==> src/rtl/auxrb_pkg.sv <==
// Constants, encodings and state types shared by both ends of the AUX register bridge.
// Assumes one 50 MHz clock (ref_clk) and a synchronous active-high reset at both ends.
package auxrb_pkg;

	// ==========================================
	// Commands and addressing
	localparam logic [3:0]  CMD_WRITE     = 4'h0;   // bridged_write_request
	localparam logic [3:0]  CMD_READ      = 4'h1;   // bridged_read_request
	localparam logic [6:0]  TGT_DEFAULT   = 7'h68;
	localparam logic [6:0]  TGT_STRAPPED  = 7'h0E;
	localparam logic [15:0] WORD_STEP     = 16'h0004;
	localparam logic [15:0] OFS_RESET     = 16'h0000;

	// ==========================================
	// Reply acknowledge codes
	localparam logic [1:0]  ACK_OK        = 2'h0;
	localparam logic [1:0]  ACK_NACK      = 2'h1;

	// ==========================================
	// Transfer limits
	localparam logic [1:0]  HDR_LAST_IDX  = 2'h3;
	localparam logic [1:0]  BYTE_LAST_IDX = 2'h3;

	// ==========================================
	// State types
	typedef enum logic [3:0] {
		DS_HDR0   = 4'b0000,
		DS_HDR1   = 4'b0001,
		DS_HDR2   = 4'b0010,
		DS_LEN    = 4'b0011,
		DS_WDATA  = 4'b0100,
		DS_RSP    = 4'b0101,
		DS_RFETCH = 4'b0110,
		DS_RLOAD  = 4'b0111,
		DS_RSEND  = 4'b1000,
		DS_FWD    = 4'b1001,
		DS_FWAIT  = 4'b1010,
		DS_DRAIN  = 4'b1011
	} auxrb_dev_state_e;

	typedef enum logic [2:0] {
		HS_IDLE  = 3'b000,
		HS_HDR   = 3'b001,
		HS_ADR   = 3'b010,
		HS_WGET  = 3'b011,
		HS_WSEND = 3'b100,
		HS_WAIT  = 3'b101
	} auxrb_host_state_e;

endpackage : auxrb_pkg

==> src/rtl/auxrb_link_if.sv <==
// Byte-level AUX sideband link between the source controller and the bridge.
// Assumes both ends share ref_clk; each side accepts a valid byte in any cycle.
`timescale 1ns/1ns
interface auxrb_link_if;
	// Request bytes, source to device
	logic       req_valid;
	logic [7:0] req_byte;
	logic       req_last;
	// Reply bytes, device to source
	logic       rsp_valid;
	logic [7:0] rsp_byte;
	logic       rsp_last;

	modport dev (
		input  req_valid,
		input  req_byte,
		input  req_last,
		output rsp_valid,
		output rsp_byte,
		output rsp_last
	);

	modport src (
		output req_valid,
		output req_byte,
		output req_last,
		input  rsp_valid,
		input  rsp_byte,
		input  rsp_last
	);
endinterface : auxrb_link_if

==> src/rtl/auxrb_device.sv <==
// Device end: decodes bridged requests into internal 32-bit register accesses.
// Assumes register read data is valid in the same cycle as reg_rd_en; external forwarding
// partner answers on the ext_rsp stream.
//
// Summary of operation
// - Source uses only transaction method two.
// - Header: command, zeros, target address, length.
// - Command 0 writes, command 1 reads.
// - Own target address selects internal registers.
// - Length byte equals payload bytes minus one.
// - First two write bytes: address, MSB first.
// - Data words sent least significant byte first.
// - Each further written word goes four higher.
// - Address-only write loads the read offset.
// - Offset advances four after each read word.
// - Target by default; master mode forwards requests for other targets externally.
// - Reply starts with ack codes, then data.
// - Own address 0x68, strapped 0x0E.
`timescale 1ns/1ns
module auxrb_device
	import auxrb_pkg::*;
(
	// Clock and reset
	input  wire logic        ref_clk,
	input  wire logic        srst,
	// Link to the source
	auxrb_link_if.dev        link,
	// Configuration
	input  wire logic        address_strap_pin,
	input  wire logic        i2c_master_en,
	// I2C clock pin
	output logic             scl_o,
	output logic             scl_oe,
	// Internal register port
	output logic             reg_wr_en,
	output logic             reg_rd_en,
	output logic [15:0]      reg_addr,
	output logic [31:0]      reg_wdata,
	input  wire logic [31:0] reg_rdata,
	// External forwarding port
	output logic             ext_start,
	output logic [3:0]       ext_cmd,
	output logic [6:0]       ext_target,
	output logic [7:0]       ext_len,
	output logic             ext_req_valid,
	output logic [7:0]       ext_req_byte,
	output logic             ext_req_last,
	input  wire logic        ext_rsp_valid,
	input  wire logic [7:0]  ext_rsp_byte,
	input  wire logic        ext_rsp_last
);

	// ==========================================
	// State
	auxrb_dev_state_e st_r;
	logic             strap_done_r;
	logic             strap_r;
	logic [3:0]       cmd_r;
	logic [6:0]       tgt_r;
	logic [7:0]       len_r;
	logic [7:0]       cnt_r;
	logic [15:0]      ofs_r;
	logic [15:0]      waddr_r;
	logic [31:0]      sh_r;
	logic             hdr_sent_r;
	logic [1:0]       ack_r;
	logic             rsp_valid_r;
	logic [7:0]       rsp_byte_r;
	logic             rsp_last_r;

	// ==========================================
	// Decode
	wire logic [6:0] own_tgt   = strap_r ? TGT_STRAPPED : TGT_DEFAULT;
	wire logic       is_own    = (tgt_r == own_tgt);
	wire logic       is_wr     = (cmd_r == CMD_WRITE);
	wire logic       is_rd     = (cmd_r == CMD_READ);
	wire logic       is_fwd    = i2c_master_en && !is_own;
	wire logic       byte_in   = link.req_valid;
	wire logic       last_in   = link.req_valid && link.req_last;
	wire logic [7:0] data_idx  = cnt_r - 8'h02;
	wire logic       word_done = (cnt_r > 8'h01) && (data_idx[1:0] == BYTE_LAST_IDX);
	wire logic       rd_last   = (cnt_r == len_r);
	wire logic [7:0] ack_byte  = {ack_r, ACK_OK, 4'h0};

	assign link.rsp_valid = rsp_valid_r;
	assign link.rsp_byte  = rsp_byte_r;
	assign link.rsp_last  = rsp_last_r;

	// ==========================================
	// Strap capture after reset release
	always_ff @(posedge ref_clk) begin
		if (srst) begin
			strap_done_r <= 1'b0;
			strap_r      <= 1'b0;
		end else if (!strap_done_r) begin
			strap_done_r <= 1'b1;
			strap_r      <= address_strap_pin;
		end
	end

	// ==========================================
	// I2C clock pin: input until master mode
	always_ff @(posedge ref_clk) begin
		if (srst) begin
			scl_oe <= 1'b0;
			scl_o  <= 1'b0;
		end else begin
			scl_oe <= i2c_master_en;
			scl_o  <= 1'b0;
		end
	end

	// ==========================================
	// Request decode and reply
	always_ff @(posedge ref_clk) begin
		if (srst) begin
			st_r          <= DS_HDR0;
			cmd_r         <= 4'h0;
			tgt_r         <= 7'h00;
			len_r         <= 8'h00;
			cnt_r         <= 8'h00;
			ofs_r         <= OFS_RESET;
			waddr_r       <= OFS_RESET;
			sh_r          <= 32'h0000_0000;
			hdr_sent_r    <= 1'b0;
			ack_r         <= ACK_OK;
			rsp_valid_r   <= 1'b0;
			rsp_byte_r    <= 8'h00;
			rsp_last_r    <= 1'b0;
			reg_wr_en     <= 1'b0;
			reg_rd_en     <= 1'b0;
			reg_addr      <= 16'h0000;
			reg_wdata     <= 32'h0000_0000;
			ext_start     <= 1'b0;
			ext_cmd       <= 4'h0;
			ext_target    <= 7'h00;
			ext_len       <= 8'h00;
			ext_req_valid <= 1'b0;
			ext_req_byte  <= 8'h00;
			ext_req_last  <= 1'b0;
		end else begin
			rsp_valid_r   <= 1'b0;
			rsp_last_r    <= 1'b0;
			reg_wr_en     <= 1'b0;
			reg_rd_en     <= 1'b0;
			ext_start     <= 1'b0;
			ext_req_valid <= 1'b0;
			ext_req_last  <= 1'b0;
			case (st_r)
				DS_HDR0: begin
					if (byte_in) begin
						cmd_r <= link.req_byte[7:4];
						st_r  <= DS_HDR1;
					end
				end
				DS_HDR1: begin
					if (byte_in) begin
						st_r <= DS_HDR2;
					end
				end
				DS_HDR2: begin
					if (byte_in) begin
						tgt_r <= link.req_byte[6:0];
						st_r  <= DS_LEN;
					end
				end
				DS_LEN: begin
					if (byte_in) begin
						len_r      <= link.req_byte;
						cnt_r      <= 8'h00;
						hdr_sent_r <= 1'b0;
						ack_r      <= ACK_OK;
						if (is_fwd) begin
							ext_start  <= 1'b1;
							ext_cmd    <= cmd_r;
							ext_target <= tgt_r;
							ext_len    <= link.req_byte;
							st_r       <= link.req_last ? DS_FWAIT : DS_FWD;
						end else if (!is_own || !(is_wr || is_rd)) begin
							ack_r <= ACK_NACK;
							st_r  <= link.req_last ? DS_RSP : DS_DRAIN;
						end else if (is_wr) begin
							st_r <= link.req_last ? DS_RSP : DS_WDATA;
						end else begin
							st_r <= link.req_last ? DS_RFETCH : DS_DRAIN;
						end
					end
				end
				DS_WDATA: begin
					if (byte_in) begin
						cnt_r <= cnt_r + 8'h01;
						if (cnt_r == 8'h00) begin
							waddr_r[15:8] <= link.req_byte;
						end else if (cnt_r == 8'h01) begin
							waddr_r[7:0] <= link.req_byte;
							ofs_r        <= {waddr_r[15:8], link.req_byte};
						end else begin
							sh_r <= {link.req_byte, sh_r[31:8]};
						end
						if (word_done) begin
							reg_wr_en <= 1'b1;
							reg_addr  <= waddr_r;
							reg_wdata <= {link.req_byte, sh_r[31:8]};
							waddr_r   <= waddr_r + WORD_STEP;
						end
						if (link.req_last) begin
							st_r <= DS_RSP;
						end
					end
				end
				DS_DRAIN: begin
					if (last_in) begin
						st_r <= DS_RSP;
					end
				end
				DS_RSP: begin
					rsp_valid_r <= 1'b1;
					rsp_byte_r  <= ack_byte;
					rsp_last_r  <= 1'b1;
					st_r        <= DS_HDR0;
				end
				DS_RFETCH: begin
					reg_rd_en <= 1'b1;
					reg_addr  <= ofs_r;
					if (!hdr_sent_r) begin
						rsp_valid_r <= 1'b1;
						rsp_byte_r  <= ack_byte;
						hdr_sent_r  <= 1'b1;
					end
					st_r <= DS_RLOAD;
				end
				DS_RLOAD: begin
					sh_r <= reg_rdata;
					st_r <= DS_RSEND;
				end
				DS_RSEND: begin
					rsp_valid_r <= 1'b1;
					rsp_byte_r  <= sh_r[7:0];
					rsp_last_r  <= rd_last;
					sh_r        <= {8'h00, sh_r[31:8]};
					cnt_r       <= cnt_r + 8'h01;
					if (cnt_r[1:0] == BYTE_LAST_IDX) begin
						ofs_r <= ofs_r + WORD_STEP;
					end
					if (rd_last) begin
						st_r <= DS_HDR0;
					end else if (cnt_r[1:0] == BYTE_LAST_IDX) begin
						st_r <= DS_RFETCH;
					end
				end
				DS_FWD: begin
					ext_req_valid <= byte_in;
					ext_req_byte  <= link.req_byte;
					ext_req_last  <= last_in;
					if (last_in) begin
						st_r <= DS_FWAIT;
					end
				end
				DS_FWAIT: begin
					// Reply from the external target passes through unchanged
					rsp_valid_r <= ext_rsp_valid;
					rsp_byte_r  <= ext_rsp_byte;
					rsp_last_r  <= ext_rsp_valid && ext_rsp_last;
					if (ext_rsp_valid && ext_rsp_last) begin
						st_r <= DS_HDR0;
					end
				end
				default: begin
					st_r <= DS_HDR0;
				end
			endcase
		end
	end

endmodule : auxrb_device

==> src/flat_wrapper.sv <==
// flat-port wrapper written by rule: the top's interface ports become plain ports
module auxrb_device_flat import auxrb_pkg::*;
  (ref_clk, srst, address_strap_pin, i2c_master_en, scl_o, scl_oe, reg_wr_en, reg_rd_en, reg_addr, reg_wdata, reg_rdata, ext_start, ext_cmd, ext_target, ext_len, ext_req_valid, ext_req_byte, ext_req_last, ext_rsp_valid, ext_rsp_byte, ext_rsp_last, link_req_valid, link_req_byte, link_req_last, link_rsp_valid, link_rsp_byte, link_rsp_last);
  auxrb_link_if link_i ();
  input  wire logic ref_clk;
  input  wire logic srst;
  input  wire logic address_strap_pin;
  input  wire logic i2c_master_en;
  output logic scl_o;
  output logic scl_oe;
  output logic reg_wr_en;
  output logic reg_rd_en;
  output logic [15:0] reg_addr;
  output logic [31:0] reg_wdata;
  input  wire logic [31:0] reg_rdata;
  output logic ext_start;
  output logic [3:0] ext_cmd;
  output logic [6:0] ext_target;
  output logic [7:0] ext_len;
  output logic ext_req_valid;
  output logic [7:0] ext_req_byte;
  output logic ext_req_last;
  input  wire logic ext_rsp_valid;
  input  wire logic [7:0] ext_rsp_byte;
  input  wire logic ext_rsp_last;
  input wire logic [$bits(link_i.req_valid)-1:0] link_req_valid;
  input wire logic [$bits(link_i.req_byte)-1:0] link_req_byte;
  input wire logic [$bits(link_i.req_last)-1:0] link_req_last;
  output wire logic [$bits(link_i.rsp_valid)-1:0] link_rsp_valid;
  output wire logic [$bits(link_i.rsp_byte)-1:0] link_rsp_byte;
  output wire logic [$bits(link_i.rsp_last)-1:0] link_rsp_last;
  assign link_i.req_valid = link_req_valid;
  assign link_i.req_byte = link_req_byte;
  assign link_i.req_last = link_req_last;
  assign link_rsp_valid = link_i.rsp_valid;
  assign link_rsp_byte = link_i.rsp_byte;
  assign link_rsp_last = link_i.rsp_last;
  auxrb_device u_core (.ref_clk(ref_clk), .srst(srst), .link(link_i), .address_strap_pin(address_strap_pin), .i2c_master_en(i2c_master_en), .scl_o(scl_o), .scl_oe(scl_oe), .reg_wr_en(reg_wr_en), .reg_rd_en(reg_rd_en), .reg_addr(reg_addr), .reg_wdata(reg_wdata), .reg_rdata(reg_rdata), .ext_start(ext_start), .ext_cmd(ext_cmd), .ext_target(ext_target), .ext_len(ext_len), .ext_req_valid(ext_req_valid), .ext_req_byte(ext_req_byte), .ext_req_last(ext_req_last), .ext_rsp_valid(ext_rsp_valid), .ext_rsp_byte(ext_rsp_byte), .ext_rsp_last(ext_rsp_last));
endmodule
==> config.mk <==
export PLATFORM = sky130hd
export DESIGN_NAME = auxrb_device_flat
export DESIGN_NICKNAME = d
export VERILOG_FILES = /design/src/rtl/auxrb_pkg.sv /design/src/rtl/auxrb_link_if.sv /design/src/rtl/auxrb_device.sv /design/src/flat_wrapper.sv
export SDC_FILE = /design/constraint.sdc
export NUM_CORES = 1
export LEC_CHECK = 0
export ABC_AREA = 1
export BUFFER_PORTS_ARGS = -buffer_cell sky130_fd_sc_hd__buf_2
export CAP_MARGIN = 25
export CORE_MARGIN = 2
export CORE_UTILIZATION = 55
export CTS_CLUSTER_DIAMETER = 120
export DETAILED_ROUTE_END_ITERATION = 16
export GPL_TIMING_DRIVEN = 0
export MAX_ROUTING_LAYER = met4
export PLACE_DENSITY = 0.81
export SYNTH_ARGS = -nofsm -noshare
export SYNTH_HDL_FRONTEND = slang
export SYNTH_SLANG_ARGS = --single-unit
export TNS_END_PERCENT = 20
==> constraint.sdc <==
create_clock -name ref_clk -period 4 [get_ports ref_clk]
set_clock_uncertainty 0.2 [all_clocks]
set_input_delay 0.2 -clock ref_clk [delete_from_list [all_inputs] [get_ports ref_clk]]
set_output_delay 0.2 -clock ref_clk [all_outputs]
set_load 0.03 [all_outputs]
==> results.yml <==
floorplanning:
  start_util_pct: 55.7
  coreArea_um2: 15000
  die_h_um: 127
  die_x_um: 127
  num_io_pins: 148
  fp-row-count: 45
  die-area_um2: 16200
power_and_ir_drop:
  p_per_area_nw_per_um2: 386
  power.static_leakage_nw: 4.59
  ir_worst_vdd_uv: 305
setup_path:
  critPathMaxStageDelay_ps: 570
  critPathSlowestCell: "dlygate4sd3_1"
  r2r-start: "u_core.st_r[3]"
  worstSetupPathType: "register to register"
  start_kind: "register"
  critical_path.cell_chain: "inv_1 -> nor2_1 -> inv_1 -> nor2_1 -> buf_2 -> nand3_1 -> dlygate4sd3_1 -> a21oi_1"
  cp-startpoint: "u_core.st_r[3]"
  path_max_fanout: 10
  cp.arrival_ps: 2700
  cp.required_ps: 4150
  end_kind: "register"
clocking:
  clk_latency_ps: 440
  clkTransAtPathRegs_ps: 70
  cts_hold_buf: 54
  cts-root-buf: "clkbuf_16"
  cts_setup_buffers: 0
  cts.htree.levels: 4
  post_cts_resized: 0
  cts_buffer_depth: 2
  cts_made_buffers: 17
  tritoncts: "built"
  cts_sinks: 190
finish:
  fill_cells: 1224
  area_growth_syn_to_layout_pct: 25.8
  multiInputGateArea_um2: 3840
  register_area_um2: 3800
  drive_above_1_share_pct: 16.3
  final_cells: 1583
  diodes: 0
  nNetsFinal: 1445
synth:
  synth_edf_count: 0
  synth-compound-area-share_pct: 22.3
  ys_types: 42
  avgSynthCellArea_um2: 7.19
  synth_fp_nets: 1227
  synthXorXnorAreaFrac_pct: 1.05
  synth_common_cells: "207 x nand2_1, 190 x dfxtp_1, 175 x o21ai_0"
  synthMuxAreaShare_pct: 0
  ys_seq_area_share_pct: 45.4
  synth.cell_area_um2: 8370
  yosys.area_share.simple_pct: 21.4
  synth_top_family_by_area: "compound AO/OA/AOI/OAI gates"
  yosys.cell_count.top_type: "nand2_1"
  async_flop_share_pct: 0
  synthTopCellsByArea: "dfxtp_1 45%, o21ai_0 10%, nand2_1 9.3%"
  synthFlopType: "dfxtp_1"
  yosys_register_bits: 190
  syn_inst: 1164
  synthAdderAreaFrac_pct: 1.05
  yosys_warnings: 0
  synth.top_cell.area_share_pct: 45.4
  yosys.area.top_type: "dfxtp_1"
timing:
  setup_violations: 0
  drv_slew: 0
  final.min_clock_period_ps: 2550
  post-route-period-util_pct: 63.8
  rsz0062_at_grt: "false"
  finalHoldViolCount: 1
  whs_ps: -0.167
  maxSlewHeadroom_pct: 47.6
  timing.fmax_mhz: 392
  worst_slew_pin_slew_ps: 786
  fin_setup_tns_ps: 0
  worst_slack_ps: 1450
status:
  failed_checks: "hold timing"
  status: "finished, violations left"
detailed_routing:
  ant_nets: 0
  vias: 8913
  via_per_inst: 5.63
  wirelength_um: 27400
  drc: 0
  wl_per_cell_um: 17.3
  drt-pass1-iter-count: 9
  first_iter_violations: 957
grt:
  grt_pass1_wl_um: 43600
  grt_usage_pct: 35.2
  grt-ovfl-total: 0
  grt_max_degree: 17
  antenna_found_initial: 0
  grt_pass1_vias: 8386
placement:
  pre_cts_slack_ps: 1720
  gp_congestion: 0.951
  port_buffers: 145
  dp_hpwl_um: 18600
  placed_cells: 1497
hold_path:
  min-delay-start: "link_req_valid"
  hold_class: "input port to register"
run:
  drv_cap: 0
-- logic make-up after synthesis --
kind of cell    after synthesis
compound gates              354
xor+xnor                     10
fa+ha+maj                     7
buf+inv                     177
flops                       190
other cells                   1
simple gates                425
-- state kept, by name, summed over array words and instances (netlist names), 4 cells and up --
| name | flops |
|---|---|
| u_core.reg_wdata | 32 |
| u_core.sh_r | 32 |
| u_core.ofs_r | 16 |
| u_core.reg_addr | 16 |
| u_core.waddr_r | 16 |
| u_core.cnt_r | 8 |
| u_core.ext_len | 8 |
| u_core.ext_req_byte | 8 |
| u_core.len_r | 8 |
| u_core.link.rsp_byte | 8 |
| u_core.ext_target | 7 |
| u_core.tgt_r | 7 |
| u_core.cmd_r | 4 |
| u_core.ext_cmd | 4 |
| u_core.st_r | 4 |
-- area by class of cell --
class / instances / area share [%]
buffer: 62 / 2.80
sequential: 190 / 36.1
inverter: 115 / 4.12
clock buffer: 21 / 4.37
clock inverter: 11 / 1.89
timing repair buffer: 199 / 12.0
tap: 188 / 2.23
multi-input combinational: 797 / 36.5
-- cells in the final DEF, fill, tap and decap left out, types with 4 or more instances in the layout --
cell,n
a211oi_1,4
a21oi_1,129
a31oi_1,20
buf_2,163
buf_4,4
bufinv_16,5
clkbuf_1,35
clkbuf_16,17
dfxtp_1,190
dlygate4sd3_1,54
ha_1,7
inv_1,104
inv_2,8
inv_6,4
nand2_1,207
nand3_1,68
nand4_1,5
nor2_1,103
nor2_2,5
nor3_1,24
o211ai_1,12
o21ai_0,175
xnor2_1,4
xor2_1,6
-- power by group --
part	internal [mW]	total [mW]	switching (mW)	leakage [nW]
registers	1.91	1.92	0.0104	1.53
logic	0.0917	0.239	0.148	2.74
clock network	1.15	1.91	0.761	0.323
-- routing by layer --
layer | global-route usage [%] | wire (um) | part of all wire, %
met4 | 14.9 | 930 | 3.4
met1 | 45.7 | 11300 | 41
met2 | 54.4 | 12600 | 46
met3 | 6.37 | 2540 | 9.3
met5 | - | 0 | 0
-- worst max-delay path, delay by kind of cell (launching register included) --
kind | cells | cell delay, ps
flops | 1 | 390
buf+inv | 4 | 1090
compound gates | 1 | 190
simple gates | 3 | 600
-- per-stage QoR --
stage          area [um2]  util, %  total power, mW  hold WS, ps
3_3_place_gp         9340     62.1             2.15          230
6_report            10500     70.1             4.07       -0.167
2_1_floorplan        8370        -             2.06         99.0
4_1_cts             10500     70.1             4.06         11.4
3_5_place_dp         9340     62.1             2.15          234
5_1_grt             10500     70.1             4.16         38.5
-- worst paths after layout --
path	cells past startpoint	to	slack, ps
worst max-delay path	8	u_core.link.rsp_last	1450
worst min-delay path	3	u_core.ext_req_last	-0.2
worst min register to register	2	u_core.ofs_r[1]	260
worst max register to register	8	u_core.link.rsp_last	1450
(Power assumes the default switching activity.)
